[config.mk]
export PLATFORM = sky130hd
export DESIGN_NAME = irc_carrier_gen
export DESIGN_NICKNAME = d
export VERILOG_FILES = /design/src/rtl/irc_carrier_gen.v
export VERILOG_INCLUDE_DIRS = /design/src /design/src/rtl
export SDC_FILE = /design/constraint.sdc
export NUM_CORES = 1
export LEC_CHECK = 0
export ABC_CLOCK_PERIOD_IN_PS = 2100
export BUFFER_PORTS_ARGS = -buffer_cell sky130_fd_sc_hd__buf_2
export CAP_MARGIN = 20
export CELL_PAD_IN_SITES_DETAIL_PLACEMENT = 1
export CELL_PAD_IN_SITES_GLOBAL_PLACEMENT = 2
export CORE_MARGIN = 5
export CORE_UTILIZATION = 35
export DETAILED_ROUTE_END_ITERATION = 10
export GPL_TIMING_DRIVEN = 0
export PLACE_DENSITY_LB_ADDON = 0.1
export SLEW_MARGIN = 20
export SYNTH_ARGS = -nofsm -noshare
export SYNTH_HDL_FRONTEND = slang
export SYNTH_SLANG_ARGS = --single-unit
[constraint.sdc]
create_clock -name pclk -period 2.1 [get_ports pclk]
set_input_delay 0.105 -clock pclk [delete_from_list [all_inputs] [get_ports pclk]]
set_output_delay 0.105 -clock pclk [all_outputs]
set_load 0.03 [all_outputs]
[src/rtl/irc_regs.vh]
// Constants for the infrared carrier generator: APB offsets, fields, resets.
// Assumes a 32-bit APB with word-aligned registers; pclk at 125 MHz.
// Notes on behaviour
// - Counter clears to 0 and stays there while run enable is 0.
// - Run enable starts counting; carrier low until first match.
// - Low match: irq, invert carrier, clear counter, select high.
// - High match: irq, invert carrier, clear counter, select low.
// - Alternating matches give a carrier; duty follows both values.
// - Interval interrupt synchronised to the count clock as a pulse.
// - Synchronised pulse copies gate shadow bit ANDed with remote enable into active bit.
// - Active gate 0 with carrier low drives the pin low.
// - Gate 1 passes the carrier only from a carrier rising edge.
// - Gate dropping in carrier high keeps output high to phase end.
// - High-width writes latched, applied at a match of old value; with run enable 0 they load at once.
// - Latched high-width value needs three count clocks to load.
// - After transfer the next high match uses the new value.
// - Remote enable or shadow 0 gives low; both 1 give carrier.
// - Gate copy lands on second count clock after pulse rises.
`ifndef IRC_REGS_VH
`define IRC_REGS_VH

// Register byte offsets
`define IRC_CTRL_OFS      12'h000
`define IRC_LOWCMP_OFS    12'h004
`define IRC_HIGHCMP_OFS   12'h008
`define IRC_STATUS_OFS    12'h00C
`define IRC_IRQ_STAT_OFS  12'h010
`define IRC_IRQ_MASK_OFS  12'h014
`define IRC_COUNT_OFS     12'h018

// Control fields
`define IRC_CTRL_RUN      0
`define IRC_CTRL_REMOTE   1
`define IRC_CTRL_SHADOW   2
`define IRC_CTRL_DIV_LSB  8
`define IRC_CTRL_DIV_MSB  15

// Status fields
`define IRC_ST_GATE       0
`define IRC_ST_CARRIER    1
`define IRC_ST_OUT        2
`define IRC_ST_SELHIGH    3
`define IRC_ST_PENDING    4

// Interrupt bits
`define IRC_IRQ_MATCH     0
`define IRC_IRQ_INTERVAL  1

// Reset values
`define IRC_CTRL_RST      32'h0000_0000
`define IRC_CMP_RST       8'h01
`define IRC_MASK_RST      2'h0

// Count clocks before a latched high-width value may load
`define IRC_HIGH_LOAD_CLKS 2'h3

`endif

[src/rtl/irc_carrier_gen.v]
// Infrared carrier generator with APB register access and level interrupt.
// Assumes interval_irq is a level or pulse synchronous to pclk and that the
// count clock is an enable derived from pclk by the programmable divider.
//
// The APB slave port and the register offsets were left to the implementer.
`timescale 1ns/100ps
`default_nettype none
`include "irc_regs.vh"

module irc_carrier_gen (
    input  wire        pclk,
    input  wire        presetn,
    input  wire        psel,
    input  wire        penable,
    input  wire        pwrite,
    input  wire [11:0] paddr,
    input  wire [31:0] pwdata,
    output reg  [31:0] prdata,
    output wire        pready,
    output wire        pslverr,
    input  wire        interval_timer_enable,
    input  wire        interval_irq,
    output wire        carrier_output_pin,
    output wire        carrier_match_irq,
    output wire        irq
);

    // Word offset compare, used by every register decode
    function sel_ofs;
        input [11:0] a;
        input [11:0] o;
        begin
            sel_ofs = (a[11:2] == o[11:2]);
        end
    endfunction

    // Software state
    reg  [31:0] ctrl_ff;
    reg  [7:0]  low_cmp_ff;
    reg  [7:0]  high_wr_ff;       // Latched value software wrote
    reg         high_pend_ff;
    reg  [1:0]  high_age_ff;      // Count clocks since the latch
    reg  [7:0]  high_cmp_ff;      // Value in use by the comparator
    reg  [1:0]  irq_stat_ff;
    reg  [1:0]  irq_mask_ff;

    // Timer state
    reg  [7:0]  div_ff;
    reg  [7:0]  count_ff;
    reg         sel_high_ff;
    reg         carrier_ff;
    reg         gate_ff;
    reg         out_ff;
    reg         started_ff;
    reg         intv_sync_ff;
    reg         intv_prev_ff;
    reg  [1:0]  xfer_ff;          // Shift for the gate copy delay
    reg         match_ff;

    wire        wr_en   = psel & penable & pwrite;
    wire        run     = ctrl_ff[`IRC_CTRL_RUN];
    wire        remote  = ctrl_ff[`IRC_CTRL_REMOTE];
    wire        shadow  = ctrl_ff[`IRC_CTRL_SHADOW];
    wire [7:0]  div_val = ctrl_ff[`IRC_CTRL_DIV_MSB:`IRC_CTRL_DIV_LSB];
    wire        tick    = (div_ff == div_val);
    wire        active  = run | interval_timer_enable;
    wire [7:0]  cmp_now = sel_high_ff ? high_cmp_ff : low_cmp_ff;
    wire        hit     = run & tick & (count_ff == cmp_now);
    wire        intv_rise = intv_sync_ff & ~intv_prev_ff;
    wire        high_ok = high_pend_ff & (high_age_ff == `IRC_HIGH_LOAD_CLKS);

    // Zero-wait slave; unmapped addresses read zero with no error
    assign pready  = 1'b1;
    assign pslverr = 1'b0;

    // Count clock enable from pclk
    always @(posedge pclk or negedge presetn) begin
        if (!presetn) begin
            div_ff <= 8'h00;
        end else if (!active || tick) begin
            div_ff <= 8'h00;
        end else begin
            div_ff <= div_ff + 8'h01;
        end
    end

    // Control, compare and mask registers
    always @(posedge pclk or negedge presetn) begin
        if (!presetn) begin
            ctrl_ff     <= `IRC_CTRL_RST;
            low_cmp_ff  <= `IRC_CMP_RST;
            irq_mask_ff <= `IRC_MASK_RST;
        end else if (wr_en) begin
            if (sel_ofs(paddr, `IRC_CTRL_OFS))
                ctrl_ff <= pwdata & 32'h0000_FF07;
            if (sel_ofs(paddr, `IRC_LOWCMP_OFS))
                low_cmp_ff <= pwdata[7:0];  // Caller keeps it still while running
            if (sel_ofs(paddr, `IRC_IRQ_MASK_OFS))
                irq_mask_ff <= pwdata[1:0];
        end
    end

    // High-width latch with three count clocks of settling
    always @(posedge pclk or negedge presetn) begin
        if (!presetn) begin
            high_wr_ff   <= `IRC_CMP_RST;
            high_pend_ff <= 1'b0;
            high_age_ff  <= 2'h0;
            high_cmp_ff  <= `IRC_CMP_RST;
        end else begin
            if (wr_en && sel_ofs(paddr, `IRC_HIGHCMP_OFS)) begin
                high_wr_ff   <= pwdata[7:0];
                high_pend_ff <= 1'b1;
                high_age_ff  <= 2'h0;
                if (!run)
                    high_cmp_ff <= pwdata[7:0];  // Idle load is immediate
                if (!run)
                    high_pend_ff <= 1'b0;
            end else begin
                if (high_pend_ff && tick && !high_ok)
                    high_age_ff <= high_age_ff + 2'h1;
                if (hit && sel_high_ff && high_ok) begin
                    high_cmp_ff  <= high_wr_ff;
                    high_pend_ff <= 1'b0;
                end
            end
        end
    end

    // Counter, compare select and carrier
    always @(posedge pclk or negedge presetn) begin
        if (!presetn) begin
            count_ff    <= 8'h00;
            sel_high_ff <= 1'b0;
            carrier_ff  <= 1'b0;
            started_ff  <= 1'b0;
            match_ff    <= 1'b0;
        end else begin
            match_ff <= hit;
            if (!run) begin
                count_ff    <= 8'h00;
                sel_high_ff <= 1'b0;
                carrier_ff  <= 1'b0;
                started_ff  <= 1'b0;
            end else if (tick) begin
                started_ff <= 1'b1;
                if (hit) begin
                    count_ff    <= 8'h00;
                    carrier_ff  <= ~carrier_ff;
                    sel_high_ff <= ~sel_high_ff;
                end else begin
                    count_ff <= count_ff + 8'h01;
                end
            end
        end
    end

    // Interval sync and gate copy on the second count clock
    always @(posedge pclk or negedge presetn) begin
        if (!presetn) begin
            intv_sync_ff <= 1'b0;
            intv_prev_ff <= 1'b0;
            xfer_ff      <= 2'h0;
            gate_ff      <= 1'b0;
        end else if (!active) begin
            xfer_ff <= 2'h0;
            gate_ff <= 1'b0;
        end else if (tick) begin
            intv_sync_ff <= interval_irq;
            intv_prev_ff <= intv_sync_ff;
            xfer_ff      <= {xfer_ff[0], intv_rise};
            if (xfer_ff[0])
                gate_ff <= shadow & remote;
        end
    end

    // Output gating that cuts a high phase only when run is cleared
    always @(posedge pclk or negedge presetn) begin
        if (!presetn) begin
            out_ff <= 1'b0;
        end else if (!run) begin
            out_ff <= 1'b0;
        end else if (gate_ff) begin
            if (!out_ff && hit && !carrier_ff)
                out_ff <= 1'b1;
            else if (out_ff && hit && carrier_ff)
                out_ff <= 1'b0;
        end else if (out_ff && hit && carrier_ff) begin
            out_ff <= 1'b0;
        end else if (!out_ff) begin
            out_ff <= 1'b0;
        end
    end

    // Sticky status, cleared by write one; set wins
    always @(posedge pclk or negedge presetn) begin
        if (!presetn) begin
            irq_stat_ff <= 2'h0;
        end else begin
            irq_stat_ff <= (irq_stat_ff
                & ~((wr_en && sel_ofs(paddr, `IRC_IRQ_STAT_OFS))
                    ? pwdata[1:0] : 2'h0))
                | {tick & intv_rise, hit};
        end
    end

    assign carrier_output_pin = out_ff;
    assign carrier_match_irq  = match_ff;
    assign irq = |(irq_stat_ff & irq_mask_ff);

    // Read mux registered at the setup phase
    always @(posedge pclk or negedge presetn) begin
        if (!presetn) begin
            prdata <= 32'h0000_0000;
        end else if (psel && !penable && !pwrite) begin
            prdata <= 32'h0000_0000;
            if (sel_ofs(paddr, `IRC_CTRL_OFS))
                prdata <= ctrl_ff;
            if (sel_ofs(paddr, `IRC_LOWCMP_OFS))
                prdata <= {24'h000000, low_cmp_ff};
            if (sel_ofs(paddr, `IRC_HIGHCMP_OFS))
                prdata <= {24'h000000, high_wr_ff};
            if (sel_ofs(paddr, `IRC_STATUS_OFS))
                prdata <= {27'h0, high_pend_ff, sel_high_ff, out_ff,
                           carrier_ff, gate_ff};
            if (sel_ofs(paddr, `IRC_IRQ_STAT_OFS))
                prdata <= {30'h0, irq_stat_ff};
            if (sel_ofs(paddr, `IRC_IRQ_MASK_OFS))
                prdata <= {30'h0, irq_mask_ff};
            if (sel_ofs(paddr, `IRC_COUNT_OFS))
                prdata <= {23'h0, started_ff, count_ff};
        end
    end

endmodule // irc_carrier_gen
`default_nettype wire

==> out/metrics.yaml, run 1 <==
drt:
  wire_per_inst_um: 18.9
  drt_iter0_markers: 203
  routed_via_density: 5.17
  via_count: 3280
  drtAntennaViolNets: 0
  dr.pass1.iters: 4
  wirelength_um: 12000
  drc_errors: 0
synthesis:
  synth_top_family_by_area: "simple AND/OR/NAND/NOR gates"
  synthCells: 385
  seq_area_frac_synth_pct: 48.8
  synth_compound_area_share_pct: 9.74
  synth_mux_area_share_pct: 10.7
  synth_top_flop_cell: "dfrtp_1"
  ys_types: 55
  syn_area_per_cell_um2: 11.1
  yosysTopAreaCell: "dfrtp_1"
  synth_xor_area_share_pct: 5.95
  synth_fa_ha_area_share_pct: 0.880
  synth_top_cell_area_share_pct: 46.9
  synth_area_um2: 4270
  synth_simple_gate_area_share_pct: 18.4
  synthTopCellsByArea: "dfrtp_1 47%, mux2_2 6.1%, nand2_1 3.7%"
  yosys_warnings: 0
  synth_edf_count: 0
  ys_ff_latch: 83
  synthArstFlopShare_pct: 100
global_routing:
  first_global_vias: 3389
  grt_max_degree: 52
  gr-usage-all-layers_pct: 17.4
  antenna_found_initial: 0
  grt_first_pass_wirelength_um: 19400
  grt-ovfl-total: 0
cts:
  clk_pin_slew_worst_paths_ns: 0.06
  cts_inserted_buffers: 9
  cts-root-buf: "clkbuf_16"
  tritoncts: "yes"
  clock_path_buffers: 2
  htree_levels: 3
  cts_num_sinks: 83
  clock_latency_ns: 0.35
sta:
  maxSlewHeadroom_pct: 58.7
  final.setup.worst_slack_ns: 0.0243
  drv_slew: 0
  setup_viol: 0
  rsz0062_at_grt: "yes"
  tightest_slew_ns: 0.618
  min_period_ns: 2.08
  hold_viol_final: 0
  skew_ns: 0.00548
  min_period_over_period_pct: 98.8
  clock.fmax_mhz: 482
floorplanning:
  start_util_pct: 35.7
  die_w_um: 120
  fp.dieH_um: 120
  core_area_um2: 12000
  dieArea_um2: 14500
  ios: 88
  fp-row-count: 40
power:
  irDropWorstVdd_uv: 315
  leakage_uw: 0.00257
  power_density_nw_per_um2: 922
  p_total_uw: 4960
finish:
  fin_cells: 635
  register_area_um2: 2080
  layout.nets: 537
  diodes: 0
  fillers: 1328
  most-common-layout-cells: "79 x dfrtp_1, 53 x buf_2, 42 x nand2_1, 33 x nor2_1, 24 x buf_4"
  final_common_cell: "dfrtp_1"
  fin_area_um2: 5380
  drive_above_1_share_pct: 29.9
  multi_input_area_um2: 2070
  syn_to_final_growth_pct: 26.0
placement:
  dp.cells: 599
  dp_slack_ns: -0.227
  gp_congestion: 0.787
  placed_cell_area_um2: 4790
  io_buffers: 50
  dp_hpwl_um: 8540
hold_path:
  min_path_type: "in -> reg"
setup_path:
  required_ns: 2.34
  crit_chain: "buf_6 -> mux2i_4 -> xnor2_2 -> nor4_4 -> and4_4 -> nand3_4 -> o221a_1"
  end_kind: "register"
  critical-path-max-stage-delay_ns: 0.45
  cp_slowest_cell: "dfrtp_2"
  crit_arrival_ns: 2.31
  critPathMaxFanout: 8
  critical_path_class: "reg -> reg"
  startpoint_type: "register"
job:
  cap_violations: 0
run_status:
  outcome: "finished, final reports clean"
-- flip-flops by register name, summed over array words and instances, names as in the netlist --
name	count
prdata	16
ctrl_ff	11
count_ff	8
div_ff	8
high_cmp_ff	8
high_wr_ff	8
low_cmp_ff	8
high_age_ff	2
irq_mask_ff	2
irq_stat_ff	2
carrier_ff	1
carrier_match_irq	1
carrier_output_pin	1
gate_ff	1
high_pend_ff	1
intv_prev_ff	1
intv_sync_ff	1
sel_high_ff	1
started_ff	1
xfer_ff	1
-- power by group --
group | internal, uW | switching [uW]
clock network | 1100 | 665
logic | 559 | 728
registers | 1740 | 162
-- kinds of logic after synthesis --
family          Yosys count
other cells               2
mux                      40
simple gates            141
compound gates           49
xor+xnor                 29
flops                    83
fa+ha+maj                 3
buf+inv                  38
-- path summary, 6_finish.rpt --
kind | slack (ns) | cells after the start | to | start
setup / recovery | 0.02 | 7 | high_cmp_ff[4] | sel_high_ff
hold / removal | 0.02 | 2 | intv_sync_ff | interval_irq
setup reg to reg | 0.02 | 7 | high_cmp_ff[4] | sel_high_ff
hold reg to reg | 0.47 | 2 | high_wr_ff[0] | high_wr_ff[0]
max in group asynchronous | 1.17 | 3 | high_cmp_ff[0] | presetn
min in group asynchronous | 0.25 | 2 | prdata[11] | presetn
-- per-stage QoR --
step | TNS [ns] | util, % | hold WS (ns)
floorplan | 0 | - | -0.191
global placement | -2.03 | 39.8 | 0.322
detailed placement | -2.68 | 40.0 | 0.0930
CTS | 0 | 44.5 | 0.00638
global route | -0.198 | 44.9 | 0.0130
finish | 0 | 44.9 | 0.0167
-- timing repair --
item | in CTS | in global routing
buffers inserted | 4 | 1
pin swaps | 2 | 2
hold buffers | 15 | 0
endpoints found under the setup margin | 23 | 16
gates resized for setup | 5 | 9
endpoints found under the hold margin | 46 | 0
-- synthesized netlist by cell type (3+ instances only) --
library cell / instances
dfrtp_1: 80
and3_1: 8
nor4_4: 3
mux2i_1: 14
nand2_1: 42
xnor2_1: 16
a22o_1: 13
nor3_1: 8
clkbuf_1: 8
ha_1: 3
mux2_2: 23
o21ai_0: 4
nand3_1: 10
or3_1: 8
and2_1: 3
xor2_1: 13
buf_2: 4
a221oi_1: 7
o221a_1: 8
dfstp_2: 3
nand4_1: 7
nor2_1: 34
buf_4: 20
inv_1: 4
a21oi_1: 4
-- routing by layer --
metal  share of wire [%]  wire, um  global-route usage [%]  vias up
met2                  44      5260                    25.3       69
met5                   0         0                       0        -
met3                 4.6       547                    3.23       12
met4                 1.6       195                    6.37        0
met1                  50      6020                    25.7     1663
li1                    -         -                       -     1536
-- final cells by class --
cell class                      count  share of cell area, %
Multi-Input combinational cell    280                   38.5
Inverter                            4                  0.279
Tap cell                          147                   3.42
Buffer                             34                   4.24
Timing Repair Buffer               71                   8.78
Clock buffer                       11                   4.70
Clock inverter                      5                   1.40
Sequential cell                    83                   38.7
-- worst max-delay path, delay by kind of cell, from the launching register on --
family | cells | cell delay [ns]
and+or+nand+nor | 3 | 0.74
DFF | 1 | 0.45
AOI/OAI and AO/OA | 1 | 0.30
muxes | 1 | 0.18
xor gates and xnor gates | 1 | 0.16
buffers and inverters | 1 | 0.14
(Power assumes the default switching activity.)
==> inputs of run 2 (changes only) <==
Settings changed: CORE_ASPECT_RATIO set to 0.75.
==> run 2 against run 1 <==
Against the previous run: largest power group unchanged; design area up 0.79%; register-to-register slack about the same; critical path type unchanged; critical path depth stayed put; worst setup slack better by 0.012 ns; clock-buffer cell count stayed put; flip-flop and latch count is the same; sequential power barely moved; die area grew 0.16%; via count hardly changed; first-iteration DRC count up 7.9%.
==> out/metrics.yaml, run 2 (synthesis gave the netlist of run 1 again) <==
drt:
  drt_iter0_markers: 219  # was 203
  wirelength_um: 12300  # was 12000 um
  via_count: 3278  # was 3280
  dr.pass1.iters: 4  # unchanged
  routed_via_density: 5.03  # was 5.17
  drtAntennaViolNets: 0  # unchanged
  drc_errors: 0  # unchanged
  wire_per_inst_um: 18.8  # was 18.9 um
finish:
  syn_to_final_growth_pct: 27.0  # was 26.0%
  reg.largest.list: "prdata: 16 flops, ctrl_ff: 11 flops"  # unchanged
  post-route-util_pct: 46.1  # was 44.9%
  fillers: 1332  # was 1328
  final_common_cell: "dfrtp_1"  # unchanged
  regMostFlops: "prdata"  # unchanged
  layout.nets: 539  # was 537
  fin_cells: 652  # was 635
  most-common-layout-cells: "80 x dfrtp_1, 52 x buf_2, 42 x nand2_1, 33 x nor2_1, 30 x buf_4"  # was 79 x dfrtp_1, 53 x buf_2, 42 x nand2_1, 33 x nor2_1, 24 x buf_4
  largest_reg_flops: 16  # unchanged
  drive_above_1_share_pct: 30.4  # was 29.9%
  diodes: 0  # unchanged
global_routing:
  grt-ovfl-total: 0  # unchanged
  antenna_found_initial: 0  # unchanged
  gr-usage-all-layers_pct: 17.1  # was 17.4%
  grt_max_degree: 56  # was 52
  first_global_vias: 3372  # was 3389
  grt_first_pass_wirelength_um: 19000  # was 19400 um
sta:
  fin_tns_setup_ns: 0  # unchanged
  tightest_slew_ns: 0.699  # was 0.618 ns
  clock.fmax_mhz: 485  # was 482 MHz
  maxSlewHeadroom_pct: 53.4  # was 58.7%
  holdWs_ns: 0.00512  # was 0.0167 ns
  min_period_ns: 2.06  # was 2.08 ns
  setup_viol: 0  # unchanged
  skew_ns: 0.00809  # was 0.00548 ns
  hold_viol_final: 0  # unchanged
  rsz0062_at_grt: "yes"  # unchanged
  drv_slew: 0  # unchanged
  min_period_over_period_pct: 98.3  # was 98.8%
cts:
  htree_levels: 3  # unchanged
  clk_pin_slew_worst_paths_ns: 0.06  # about the same
  cts-root-buf: "clkbuf_16"  # unchanged
  tritoncts: "yes"  # unchanged
  cts_inserted_buffers: 9  # unchanged
  clock_latency_ns: 0.34  # was 0.35 ns
  cts_num_sinks: 83  # unchanged
  clock_path_buffers: 2  # unchanged
floorplanning:
  start_util_pct: 36.3  # was 35.7%
  fp.dieH_um: 106  # was 120 um
  dieArea_um2: 14500  # about the same
  core_area_um2: 11700  # was 12000 um2
  die_w_um: 137  # was 120 um
  ios: 88  # unchanged
  fp-row-count: 34  # was 40
power:
  pwr-share-seq_pct: 37.6  # was 38.4%
  power_density_nw_per_um2: 934  # was 922 nW/um2
  combinationalPowerShare_pct: 26.9  # was 26.0%
  p_int_uw: 3500  # was 3400 uW
  switching_share_pct: 30.7  # was 31.4%
  irDropWorstVdd_uv: 381  # was 315 uV
  clkPwrFrac_pct: 35.5  # was 35.6%
  power_switching_uw: 1550  # was 1560 uW
  p_total_uw: 5060  # was 4960 uW
  leakage_uw: 0.00258  # was 0.00257 uW
placement:
  dp.cells: 614  # was 599
  dp_hpwl_um: 8830  # was 8540 um
  io_buffers: 50  # unchanged
  gp_congestion: 0.800  # was 0.787
hold_path:
  min_path_type: "in -> reg"  # unchanged
  min_from: "pwdata[6]"  # was interval_irq
  hold_depth: 3  # was 2
setup_path:
  crit_arrival_ns: 2.28  # was 2.31 ns
  startpoint_type: "register"  # unchanged
  path_depth: 7  # unchanged
  critPathTopFamily: "simple AND/OR/NAND/NOR gates"  # unchanged
  crit_chain: "buf_6 -> mux2i_4 -> xnor2_2 -> nor4_4 -> and4_4 -> nand3_4 -> o221a_1"  # unchanged
  cp_num_buf_inv: 1  # unchanged
  critical-path-max-stage-delay_ns: 0.40  # was 0.45 ns
  required_ns: 2.32  # was 2.34 ns
  critical_path_class: "reg -> reg"  # unchanged
  end_kind: "register"  # unchanged
  cp_slowest_cell: "dfrtp_1"  # was dfrtp_2
  worstReg2RegStart: "sel_high_ff"  # unchanged
  critPathMaxFanout: 8  # unchanged
  timing.critical_path.from: "sel_high_ff"  # unchanged
  reg2regPathDepth: 7  # unchanged
job:
  cap_violations: 0  # unchanged
run_status:
  outcome: "finished, final reports clean"  # unchanged
[run 2: timing repair]
item,in CTS,in global routing
pin swaps,1,3
buffers inserted,6,4
setup endpoints to repair,21,17
hold endpoints to repair,37,0
hold buffers,13,0
resized for setup,2,12
[run 2: power groups by stage]
stage | combinational [uW] | sequential, uW | clock, uW
floorplan | 758 | 1930 | 0
global placement | 1100 | 1920 | 0
detailed placement | 1120 | 1920 | 0
CTS | 1240 | 1890 | 1840
global route | 1470 | 1920 | 1890
finish | 1360 | 1900 | 1790
[run 2: final timing paths]
check	end	slack (ns)
worst max register to register	high_cmp_ff[4]	0.04
max in group asynchronous	high_cmp_ff[1]	1.24
worst min register to register	high_wr_ff[0]	0.48
worst min-delay path	high_wr_ff[6]	0.005
worst max-delay path	high_cmp_ff[4]	0.04
min in group asynchronous	div_ff[3]	0.25
[run 2: metrics by stage]
stage | area, um2 | setup slack [ns]
global placement | 4780 | -0.132
CTS | 5330 | 0.0545
floorplan | 4330 | 0.276
finish | 5420 | 0.0363
detailed placement | 4810 | -0.191
global route | 5420 | -0.00735
[run 2: final cells by class]
type	count	area (um2)	area share (%)
sequential	83	2080	38.4
buffer	33	218	4.02
tap	162	203	3.74
multi-input combinational	280	2080	38.3
inverter	4	15.0	0.277
timing repair buffer	74	489	9.03
clock buffer	11	233	4.30
clock inverter	5	103	1.89
[run 2: per-layer routing]
| layer | global-route usage, % | vias to the layer above | share of wire (%) |
|---|---|---|---|
| li1 | - | 1548 | - |
| met1 | 26.6 | 1637 | 51 |
| met2 | 23.2 | 85 | 42 |
| met3 | 5.05 | 8 | 6.7 |
| met4 | 3.70 | 0 | 0.60 |
| met5 | 0 | - | 0 |
[run 2: worst reg2reg max path, stage by stage (launching register included)]
cell     delay [ns]
dfrtp_1        0.40
buf_6          0.15
mux2i_4        0.19
xnor2_2        0.15
nor4_4         0.30
and4_4         0.30
nand3_4        0.15
o221a_1        0.30
